[src/common/dac_ctrl_pkg.sv]
package dac_ctrl_pkg;
  // ----------------------------------------------------------------
  // Control register map and layout
  // ----------------------------------------------------------------
  localparam logic [4:0]  CTRL_ADDR      = 5'h01;
  localparam logic [15:0] CTRL_RESET     = 16'h0100;
  localparam logic [15:0] CTRL_WR_MASK   = 16'h03FF;
  localparam int          SINC_EN_BIT    = 9;
  localparam int          DCLK_EN_BIT    = 8;
  localparam int          INTERP_LSB     = 6;
  localparam int          FORMAT_BIT     = 5;
  localparam int          SINGLE_BIT     = 4;
  localparam int          REAL_BIT       = 3;
  localparam int          POLARITY_BIT   = 2;
  localparam int          QFIRST_BIT     = 1;
  localparam int          GAIN_BIT       = 0;
  // Interpolation ratios, one code per rate
  localparam logic [3:0]  INTERP_1X      = 4'h1;
  localparam logic [3:0]  INTERP_2X      = 4'h2;
  localparam logic [3:0]  INTERP_4X      = 4'h4;
  localparam logic [3:0]  INTERP_8X      = 4'h8;
  // ----------------------------------------------------------------
  // Serial port framing and datapath sizes
  // ----------------------------------------------------------------
  localparam logic [4:0]  SPI_INSTR_BITS = 5'h08;
  localparam logic [4:0]  SPI_FRAME_BITS = 5'h18;
  localparam int          READ_BIT       = 7;
  localparam int          WORD_WIDTH     = 16;
  localparam int          FIFO_DEPTH     = 16;
  typedef enum logic [2:0] {
    SPI_IDLE  = 3'h1,
    SPI_INSTR = 3'h2,
    SPI_DATA  = 3'h4
  } spi_state_type;
endpackage

[src/common/pair_fifo_if.sv]
interface pair_fifo_if #(parameter int WIDTH = 32);
  logic             wr_valid;
  logic             wr_ready;
  logic [WIDTH-1:0] wr_data;
  logic             rd_valid;
  logic             rd_ready;
  logic [WIDTH-1:0] rd_data;
  modport writer (output wr_valid, output wr_data, input wr_ready,
                  input rd_valid, input rd_data, output rd_ready);
  modport store  (input wr_valid, input wr_data, output wr_ready,
                  output rd_valid, output rd_data, input rd_ready);
endinterface

[src/pair_fifo.sv]
module pair_fifo #(
  parameter int WIDTH = 32,
  parameter int DEPTH = 16
) (
  input  wire logic    core_clk,
  input  wire logic    nrst,
  pair_fifo_if.store   bus
);
  localparam int AW = $clog2(DEPTH);
  logic [WIDTH-1:0] mem [DEPTH];
  logic [AW-1:0]    wr_ptr_reg;
  logic [AW-1:0]    rd_ptr_reg;
  logic [AW:0]      count_reg;
  logic             push;
  logic             pop;

  // Honest flags straight from the occupancy count
  assign bus.wr_ready = (count_reg != (AW+1)'(DEPTH));
  assign bus.rd_valid = (count_reg != '0);
  assign bus.rd_data  = mem[rd_ptr_reg];
  assign push         = bus.wr_valid && bus.wr_ready;
  assign pop          = bus.rd_valid && bus.rd_ready;

  // Storage has no reset; only the pointers and the count matter
  always_ff @(posedge core_clk) begin
    if (push) begin
      mem[wr_ptr_reg] <= bus.wr_data;
    end
  end

  // Pointers wrap at the depth, which need not be a power of two
  always_ff @(posedge core_clk or negedge nrst) begin
    if (!nrst) begin
      wr_ptr_reg <= '0;
      rd_ptr_reg <= '0;
      count_reg  <= '0;
    end else begin
      if (push) begin
        wr_ptr_reg <= (wr_ptr_reg == AW'(DEPTH - 1)) ? '0 : wr_ptr_reg + AW'(1);
      end
      if (pop) begin
        rd_ptr_reg <= (rd_ptr_reg == AW'(DEPTH - 1)) ? '0 : rd_ptr_reg + AW'(1);
      end
      count_reg <= count_reg + (AW+1)'(push) - (AW+1)'(pop);
    end
  end
endmodule

[src/dac_datapath_digital_control.sv]
module dac_datapath_digital_control #(
  parameter int WIDTH = dac_ctrl_pkg::WORD_WIDTH,
  parameter int DEPTH = dac_ctrl_pkg::FIFO_DEPTH
) (
  input  wire logic             core_clk,
  input  wire logic             nrst,
  input  wire logic             spi_sclk,
  input  wire logic             spi_csb_n,
  input  wire logic             spi_sdi,
  output logic                  spi_sdo,
  output logic                  spi_sdo_oe_n,
  input  wire logic [WIDTH-1:0] first_input_port,
  input  wire logic [WIDTH-1:0] second_input_port,
  input  wire logic             transmit_qualifier_pin,
  input  wire logic [WIDTH-1:0] nco_in,
  output logic [WIDTH-1:0]      nco_scaled,
  output logic                  data_clock_out_pin,
  output logic                  data_clock_out_oe_n,
  output logic [WIDTH-1:0]      i_sample,
  output logic [WIDTH-1:0]      q_sample,
  output logic                  sample_valid,
  input  wire logic             sample_ready,
  output logic                  q_path_enable,
  output logic                  sinc_bypass,
  output logic [3:0]            interp_ratio,
  output logic                  pair_overrun
);
  // ----------------------------------------------------------------
  // Pin synchronisers
  // ----------------------------------------------------------------
  localparam int SW = 2 * WIDTH + 4;
  logic [SW-1:0] sync1_reg;
  logic [SW-1:0] sync2_reg;
  logic          sclk_d_reg;
  logic [WIDTH-1:0] p1_s, p2_s;
  logic          qual_s, sclk_s, csb_s, sdi_s;
  assign {p1_s, p2_s, qual_s, sclk_s, csb_s, sdi_s} = sync2_reg;

  // Two stages on every pin; only stage two is read
  always_ff @(posedge core_clk or negedge nrst) begin
    if (!nrst) begin
      sync1_reg  <= SW'(2); // Chip select idles high: no false frame
      sync2_reg  <= SW'(2);
      sclk_d_reg <= 1'b0;
    end else begin
      sync1_reg  <= {first_input_port, second_input_port, transmit_qualifier_pin,
                     spi_sclk, spi_csb_n, spi_sdi};
      sync2_reg  <= sync1_reg;
      sclk_d_reg <= sclk_s;
    end
  end

  // ----------------------------------------------------------------
  // Serial control port
  // ----------------------------------------------------------------
  dac_ctrl_pkg::spi_state_type state_reg;
  logic [4:0]  bit_cnt_reg;
  logic [7:0]  instr_reg;
  logic [15:0] shift_reg;
  logic [15:0] ctrl_reg;
  logic        sclk_rise, sclk_fall, commit;
  assign sclk_rise = sclk_s && !sclk_d_reg;
  assign sclk_fall = !sclk_s && sclk_d_reg;
  assign commit    = (state_reg == dac_ctrl_pkg::SPI_DATA) && sclk_rise && !csb_s
                     && (bit_cnt_reg == dac_ctrl_pkg::SPI_FRAME_BITS - 5'h01)
                     && !instr_reg[dac_ctrl_pkg::READ_BIT]
                     && (instr_reg[4:0] == dac_ctrl_pkg::CTRL_ADDR);

  // Frame: 8 instruction bits then 16 data bits, MSB first
  always_ff @(posedge core_clk or negedge nrst) begin
    if (!nrst) begin
      state_reg   <= dac_ctrl_pkg::SPI_IDLE;
      bit_cnt_reg <= '0;
      instr_reg   <= '0;
    end else if (csb_s) begin
      state_reg   <= dac_ctrl_pkg::SPI_IDLE;
      bit_cnt_reg <= '0;
    end else begin
      unique case (state_reg)
        dac_ctrl_pkg::SPI_IDLE: begin
          state_reg <= dac_ctrl_pkg::SPI_INSTR;
        end
        dac_ctrl_pkg::SPI_INSTR: begin
          if (sclk_rise) begin
            instr_reg   <= {instr_reg[6:0], sdi_s};
            bit_cnt_reg <= bit_cnt_reg + 5'h01;
            if (bit_cnt_reg == dac_ctrl_pkg::SPI_INSTR_BITS - 5'h01) begin
              state_reg <= dac_ctrl_pkg::SPI_DATA;
            end
          end
        end
        dac_ctrl_pkg::SPI_DATA: begin
          if (sclk_rise) begin
            // After the last bit the port goes to idle, then back to instruction; extra clocks shift into instr_reg
            if (bit_cnt_reg == dac_ctrl_pkg::SPI_FRAME_BITS - 5'h01) begin
              state_reg <= dac_ctrl_pkg::SPI_IDLE;
            end
            bit_cnt_reg <= bit_cnt_reg + 5'h01;
          end
        end
        default: state_reg <= dac_ctrl_pkg::SPI_IDLE;
      endcase
    end
  end

  // Write data in, read data out on the same shifter
  always_ff @(posedge core_clk or negedge nrst) begin
    if (!nrst) begin
      shift_reg    <= '0;
      spi_sdo      <= 1'b0;
      spi_sdo_oe_n <= 1'b1;
    end else if (csb_s) begin
      spi_sdo_oe_n <= 1'b1;
    end else if (state_reg == dac_ctrl_pkg::SPI_INSTR && sclk_rise
                 && bit_cnt_reg == dac_ctrl_pkg::SPI_INSTR_BITS - 5'h01) begin
      // Unmapped addresses read as zero
      shift_reg <= ({instr_reg[3:0], sdi_s} == dac_ctrl_pkg::CTRL_ADDR) ? ctrl_reg : '0;
    end else if (state_reg == dac_ctrl_pkg::SPI_DATA) begin
      if (sclk_rise && !instr_reg[dac_ctrl_pkg::READ_BIT]) begin
        shift_reg <= {shift_reg[14:0], sdi_s};
      end else if (sclk_fall && instr_reg[dac_ctrl_pkg::READ_BIT]) begin
        spi_sdo      <= shift_reg[15];
        spi_sdo_oe_n <= 1'b0;
        shift_reg    <= {shift_reg[14:0], 1'b0};
      end
    end
  end

  // Control register; unimplemented and reserved bits stay zero
  always_ff @(posedge core_clk or negedge nrst) begin
    if (!nrst) begin
      ctrl_reg <= dac_ctrl_pkg::CTRL_RESET;
    end else if (commit) begin
      ctrl_reg <= {shift_reg[14:0], sdi_s} & dac_ctrl_pkg::CTRL_WR_MASK;
    end
  end

  // ----------------------------------------------------------------
  // Mode outputs
  // ----------------------------------------------------------------
  logic dclk_reg;
  always_ff @(posedge core_clk or negedge nrst) begin
    if (!nrst) begin
      sinc_bypass         <= 1'b1;
      interp_ratio        <= dac_ctrl_pkg::INTERP_1X;
      q_path_enable       <= 1'b1;
      nco_scaled          <= '0;
      dclk_reg            <= 1'b0;
      data_clock_out_pin  <= 1'b0;
      data_clock_out_oe_n <= 1'b1;
    end else begin
      sinc_bypass   <= !ctrl_reg[dac_ctrl_pkg::SINC_EN_BIT];
      q_path_enable <= !ctrl_reg[dac_ctrl_pkg::REAL_BIT];
      unique case (ctrl_reg[dac_ctrl_pkg::INTERP_LSB +: 2])
        2'h0: interp_ratio <= dac_ctrl_pkg::INTERP_1X;
        2'h1: interp_ratio <= dac_ctrl_pkg::INTERP_2X;
        2'h2: interp_ratio <= dac_ctrl_pkg::INTERP_4X;
        2'h3: interp_ratio <= dac_ctrl_pkg::INTERP_8X;
      endcase
      // Arithmetic shift keeps the sign of the oscillator word
      nco_scaled <= ctrl_reg[dac_ctrl_pkg::GAIN_BIT] ?
                    WIDTH'($signed(nco_in) >>> 1) : nco_in;
      // Divided clock; held low while the pin is disabled
      dclk_reg            <= ctrl_reg[dac_ctrl_pkg::DCLK_EN_BIT] ? !dclk_reg : 1'b0;
      data_clock_out_pin  <= dclk_reg;
      data_clock_out_oe_n <= !ctrl_reg[dac_ctrl_pkg::DCLK_EN_BIT];
    end
  end

  // ----------------------------------------------------------------
  // Input data assembler
  // ----------------------------------------------------------------
  function automatic logic [WIDTH-1:0] to_twos(input logic [WIDTH-1:0] w, input logic ob);
    to_twos = ob ? {~w[WIDTH-1], w[WIDTH-2:0]} : w;
  endfunction

  pair_fifo_if #(.WIDTH(2 * WIDTH)) fifo_bus ();
  logic [WIDTH-1:0] held_reg, w1, w2;
  logic             held_ok_reg, single, qfirst, is_i, take_pair;
  logic [2*WIDTH-1:0] pair_reg;
  logic             pair_valid_reg;
  assign single = ctrl_reg[dac_ctrl_pkg::SINGLE_BIT];
  assign qfirst = ctrl_reg[dac_ctrl_pkg::QFIRST_BIT];
  assign w1     = to_twos(p1_s, ctrl_reg[dac_ctrl_pkg::FORMAT_BIT]);
  assign w2     = to_twos(p2_s, ctrl_reg[dac_ctrl_pkg::FORMAT_BIT]);
  assign is_i   = qual_s ^ ctrl_reg[dac_ctrl_pkg::POLARITY_BIT];
  // A pair forms every cycle in dual mode, on the closing word otherwise
  assign take_pair = !single || (held_ok_reg && (is_i == qfirst));
  assign fifo_bus.wr_valid = pair_valid_reg;
  assign fifo_bus.wr_data  = pair_reg;

  // Single-port words come one per clock at twice the pair rate
  always_ff @(posedge core_clk or negedge nrst) begin
    if (!nrst) begin
      held_reg    <= '0;
      held_ok_reg <= 1'b0;
    end else if (!single) begin
      held_ok_reg <= 1'b0;
    end else if (is_i != qfirst) begin
      held_reg    <= w1;
      held_ok_reg <= 1'b1;
    end
  end

  // Pair stage stalls on a full store; a pair lost then flags overrun
  always_ff @(posedge core_clk or negedge nrst) begin
    if (!nrst) begin
      pair_reg       <= '0;
      pair_valid_reg <= 1'b0;
      pair_overrun   <= 1'b0;
    end else begin
      if (!pair_valid_reg || fifo_bus.wr_ready) begin
        pair_valid_reg <= take_pair;
        if (take_pair) begin
          pair_reg <= !single ? {w1, w2} :
                      (qfirst ? {w1, held_reg} : {held_reg, w1});
        end
      end else if (take_pair) begin
        pair_overrun <= 1'b1;
      end
    end
  end

  pair_fifo #(.WIDTH(2 * WIDTH), .DEPTH(DEPTH)) u_store (
    .core_clk (core_clk),
    .nrst     (nrst),
    .bus      (fifo_bus.store)
  );

  // ----------------------------------------------------------------
  // Output stage
  // ----------------------------------------------------------------
  logic rd_fire;
  assign fifo_bus.rd_ready = !sample_valid || sample_ready;
  assign rd_fire           = fifo_bus.rd_ready && fifo_bus.rd_valid;
  always_ff @(posedge core_clk or negedge nrst) begin
    if (!nrst) begin
      i_sample     <= '0;
      q_sample     <= '0;
      sample_valid <= 1'b0;
    end else if (fifo_bus.rd_ready) begin
      sample_valid <= fifo_bus.rd_valid;
      if (fifo_bus.rd_valid) begin
        i_sample <= fifo_bus.rd_data[2*WIDTH-1:WIDTH];
        q_sample <= ctrl_reg[dac_ctrl_pkg::REAL_BIT] ? '0 : fifo_bus.rd_data[WIDTH-1:0];
      end
    end
  end
endmodule

[config.mk]
export PLATFORM = sky130hd
export DESIGN_NAME = dac_datapath_digital_control
export DESIGN_NICKNAME = d
export VERILOG_FILES = /design/src/common/dac_ctrl_pkg.sv /design/src/common/pair_fifo_if.sv /design/src/pair_fifo.sv /design/src/dac_datapath_digital_control.sv
export SDC_FILE = /design/constraint.sdc
export NUM_CORES = 1
export LEC_CHECK = 0
export ABC_AREA = 1
export ABC_CLOCK_PERIOD_IN_PS = 4000
export BUFFER_PORTS_ARGS = -buffer_cell sky130_fd_sc_hd__buf_2
export CAP_MARGIN = 20
export CORE_MARGIN = 8
export CORE_UTILIZATION = 30
export CTS_CLUSTER_SIZE = 25
export DETAILED_ROUTE_END_ITERATION = 7
export GPL_TIMING_DRIVEN = 1
export SYNTH_ARGS = -nofsm -noshare
export SYNTH_HDL_FRONTEND = slang
export SYNTH_SLANG_ARGS = --single-unit
[constraint.sdc]
create_clock -name core_clk -period 4 [get_ports core_clk]
set_input_delay 0.8 -clock core_clk [delete_from_list [all_inputs] [get_ports core_clk]]
set_output_delay 0.8 -clock core_clk [all_outputs]
set_load 0.005 [all_outputs]
# After elaboration in Yosys (flattened, before gate mapping)
# Memories as Yosys holds them, arrays and structs flattened.
# Index checks and enable logic that the tools add are counted.
# op_classes
add_sub_neg,5
eq_ne,22
muxes,33
bitwise_logic,7
reduce_logical,47
# op_table
operator,count
$mux 16,7
$mux 32,2
$pmux 4 s4,1
$mux 15,1
$mux 3,5
$mux 5,3
$logic_and 1x1->1,14
$ne 3x3->1 const B,4
$logic_not 1->1,11
$eq 5x1->1 const B,2
$mux 1,10
$mux 10,1
$reduce_and 2->1,5
$reduce_bool 2->1,5
$pmux 3 s3,1
$add 4x1->4 const B,2
$eq 4x4->1 const B,2
$mux 4,2
$reduce_and 4->1,2
$not 1->1,6
$reduce_and 3->1,2
$add 5x1->5,1
$add 5x1->5 const B,1
$eq 5x3->1 const B,1
19 further kinds,23
# word_totals
reg_bits,239
mem_bits_rw,512
input_bits,55
out_inout_bits,60
wordCells,143
n_memories,1
# mem_list
name,depth,word_bits,read_ports,rd_clocked_by_memory_dff,write_ports,line_no,text
u_store.mem,16,32,1,0,1,pair_fifo.sv:10,logic [WIDTH-1:0] mem [DEPTH];

# Longest topological paths before layout
# depth
ltp_word,8
depth_mapped,13
mapped_depth_nobuf,12

# Cells and area by module
# A second synthesis with hierarchy kept.
# unflattened
hier_cells,3046
hier_area_um2,30868.4
# by_module_without_submodules
module,n_inst,cells_per_inst,area_each_um2,seq_area_each_um2
pair_fifo,1,2107,22147.5,15700.1
dac_datapath_digital_control,1,939,8720.9,5666.7

# Least setup slack after synthesis
# Ideal clock, no wire load.
# synth_path
path_kind,register to register
start,register u_store.count_reg[2]
end,"memory u_store.mem[11][0], enable pin"
setup_ns,0.421
arrival_time_ns,2.374
required_ns,3.579
slack_ns,1.205
path_stages_with_launch,8
n_path_buf,0
synth_period_minus_slack_ns,2.795
path_cell_list,dfrtp_1 > inv_1 > ha_1 > nand4_1 > nand2_1 > clkinv_1 > nand2_1 > nor2_1
# synth_via
elab_chain_cells,4
# synth_rtl
element,line_no,text
"start, declared",pair_fifo.sv:13,logic [AW:0] count_reg;
"start signal, assigned",pair_fifo.sv:44,count_reg <= count_reg + (AW+1)'(push) - (AW+1)'(pop);
$ne 5x5->1,pair_fifo.sv:18,assign bus.wr_ready = (count_reg != (AW+1)'(DEPTH));
$logic_and 1x1->1,pair_fifo.sv:21,assign push = bus.wr_valid && bus.wr_ready;
net u_store.push,pair_fifo.sv:14,logic push;
$mux 1,pair_fifo.sv:26,if (push) begin
$mux 1 (not written as such),pair_fifo.sv:27,mem[wr_ptr_reg] <= bus.wr_data;
"end, declared",pair_fifo.sv:10,
# The timed path passes the listed nets, and every way through them passes these cells.

# Final worst setup path
# layout_path
start,register u_store.count_reg[3]
end,"memory u_store.mem[5][19], enable pin"
# The elaborated chain is that of the path after synthesis.

==> run metrics <==
status=finished clean; critical path peak fanout=17; Slowest-stage cell, CP=nor2_4; total track usage=0.132; Starting Density=0.303; met3 wire len=5490 um; DRC=0; Flop pwr share=0.431; vias post-DR=20,400; Logic pwr share=0.281; core footprint=0.102 mm2; Max VDD drop=0.431 mV; total negative slack=0 ps; synthesized cell area=0.0309 mm2; Pre-Repair DR Iteration Count=7; area leader, netlist=edfxtp_1; unrepaired setup endpoints after global routing=no; crit path kind=register to register; RD Place Congestion=0.809; first-pass GRT wire length=118,000 um; Yosys top cell area share=0.498; Tcrit/Tclk final=0.677; Max Freq=369 MHz; clk sink count=751; Yosys warnings=0; clk buf depth=3; antenna viol nets, final=0; vias in the first global route=19,800; nets=3,155; power density over the cells=708 mW/mm2; total gr overflow=0; clk slew on worst S/H paths=60 ps; flops & latches, synth=751; placed wire-length estimate=46,800 um; CP cell instances=inv_1 -> ha_1 -> nand4_1 -> nand2_1 -> clkinv_1 -> nand2_1 -> nor2_4 -> buf_4; clock network power share=0.288; # fillers=10,200; worst-margin pin slew=946 ps; Top Metal Used=met4; Net Sw Frac=0.355; initial antenna violation count=3; Metal-1 WL=35,200 um; delay of the slowest critical-path stage=560 ps; final setup fails=0; final cell count without fillers=4,526; met2 wire length=34,000 um; Via density=4.52; DR iter-0 viols=2,034; Worst EP arrival=3020 ps; setup repair bufs after CTS=0; DP Worst Slack=1180 ps; max-slew violation count=0; Syn Nets=3,051; final setup margin=1290 ps; final WL=76,200 um; Gate Count Post-Synth=2,983; max cap viols=0; Rows=117; routed len/inst=16.8 um; Unique masters post-synth=36; placed instance area=0.0330 mm2; Die X=337 um; total CTS buffers=81; Slew HR=0.369; Switch Pwr=9.00 mW; io pins=115; fin crit period=2710 ps; largest net degree at the start of global routing=149; largest delay contributor family on the critical path=simple AND/OR/NAND/NOR gates; die height=337 um; FF+latch area=0.0214 mm2; Post-Syn Area per Cell=10.4 um2; CP most frequent cell=nand2_1; Worst Skew=24.2 ps; placed cells=4,364; Buffers on Ports=114; Hold Path Class=primary input to async pin; PostCTS Resize Cnt=0; H-tree levels=3; Skew-Pair Late Insertion Delay=630 ps; Overall Power=25.3 mW; Largest register FFs=512; Layout area overhead=15.9%; Root Buffer=clkbuf_16; critical path required time=4310 ps; Multi-input gate area=0.00764 mm2; Critical path buffers and inverters=3; P_int=16.3 mW; leakage power=15.5 nW; Hold Buf Count CTS=0; largest cells by area after synthesis=edfxtp_1 (50%), dfrtp_1 (19%), nand2_1 (13%); CTS tree=yes; share of post-route cells with drive strength above 1=0.106; Crit. End Element=register; final instance area=0.0358 mm2; sequential-to-total area share from yosys stat=0.692; startpoint types=register; overall die area=0.113 mm2; final hold viol count=0
[final timing paths]
kind	end	from	cells past startpoint	slack (ps)
max	u_store.mem[5][19]$_DFFE_PP_	u_store.count_reg[3]$_DFF_PN0_	8	1290
min	nco_scaled[10]$_DFF_PN0_	nrst	1	170
max reg2reg	u_store.mem[5][19]$_DFFE_PP_	u_store.count_reg[3]$_DFF_PN0_	8	1290
min reg2reg	sync2_reg[28]$_DFF_PN0_	sync1_reg[28]$_DFF_PN0_	0	340
max in group asynchronous	u_store.rd_ptr_reg[0]$_DFFE_PN0P_	nrst	2	2910
min in group core_clk	sync1_reg[1]$_DFF_PN1_	spi_csb_n	1	290
[worst register-to-register path, cell delays in order (launching register included)]
cell and delay [ps]:
dfrtp_1 360, inv_1 70, ha_1 200, nand4_1 160
nand2_1 160, clkinv_1 220, nand2_1 280, nor2_4 560
buf_4 380
[per-layer routing]
layer  up-vias  global-route usage
li1       9882                   -
met1      9894               0.186
met2       585               0.204
met3        88              0.0329
met4         0              0.0324
met5         -                   0
[power by group through the flow]
stage	Clock (mW)	Combinational (mW)	Sequential, mW
2_1_floorplan	0	4.74	10.7
3_3_place_gp	0	6.97	11.1
3_5_place_dp	0	7.07	11.1
4_1_cts	7.45	7.10	11.0
5_1_grt	7.76	8.01	11.1
6_report	7.29	7.12	10.9
[cell families after synthesis]
family | count (synthesis) | share of synthesized area
AOI/OAI and AO/OA | 140 | 0.0233
xor gates and xnor gates | 10 | 0.00284
adders and majority gates | 13 | 0.00551
buffers and inverters | 484 | 0.0646
DFF | 751 | 0.692
muxes | 2 | 0.000729
and+or+nand+nor | 1583 | 0.211
[cells in the mapped netlist (all sizes together)]
| cell type | number |
|---|---|
| dfstp | 9 |
| clkbuf | 33 |
| xor2 | 6 |
| nand4 | 36 |
| nor3 | 6 |
| clkinv | 4 |
| nand3 | 310 |
| fa | 1 |
| a21oi | 57 |
| mux2 | 2 |
| o21a | 1 |
| nand3b | 6 |
| ha | 12 |
| buf | 109 |
| o21ai | 80 |
| o21bai | 1 |
| dfrtp | 230 |
| inv | 338 |
| xnor2 | 4 |
| edfxtp | 512 |
| nand2 | 1075 |
| nor2 | 144 |
| nor3b | 4 |
| nand2b | 1 |
| nor4 | 1 |
| o211ai | 1 |
[per-stage QoR]
| stage | utilization | hold slack, ps |
|---|---|---|
| floorplan | - | 331 |
| global placement | 0.323 | 332 |
| detailed placement | 0.324 | 336 |
| CTS | 0.350 | 188 |
| global route | 0.351 | 222 |
| finish | 0.351 | 170 |
[cells in the final DEF, fill, tap and decap left out, drive strengths merged, types with 9 or more instances in the layout]
master and count:
inv 346, nand2 1075, clkbuf 116, buf 163, edfxtp 512, a21oi 57
clkinv 27, nand4 36, nor2 144, ha 12, nand3 310, dfrtp 230
o21ai 80, dfstp 9
[final cells by class]
class                      instances  share of cell area
antenna                            2            0.000140
multi-input combinational       1748               0.213
clock inverter                    36             0.00850
tap                             1368              0.0478
clock buffer                     116              0.0643
inverter                         342              0.0361
sequential                       751               0.597
timing repair buffer             163              0.0324
(Power assumes the default switching activity.)
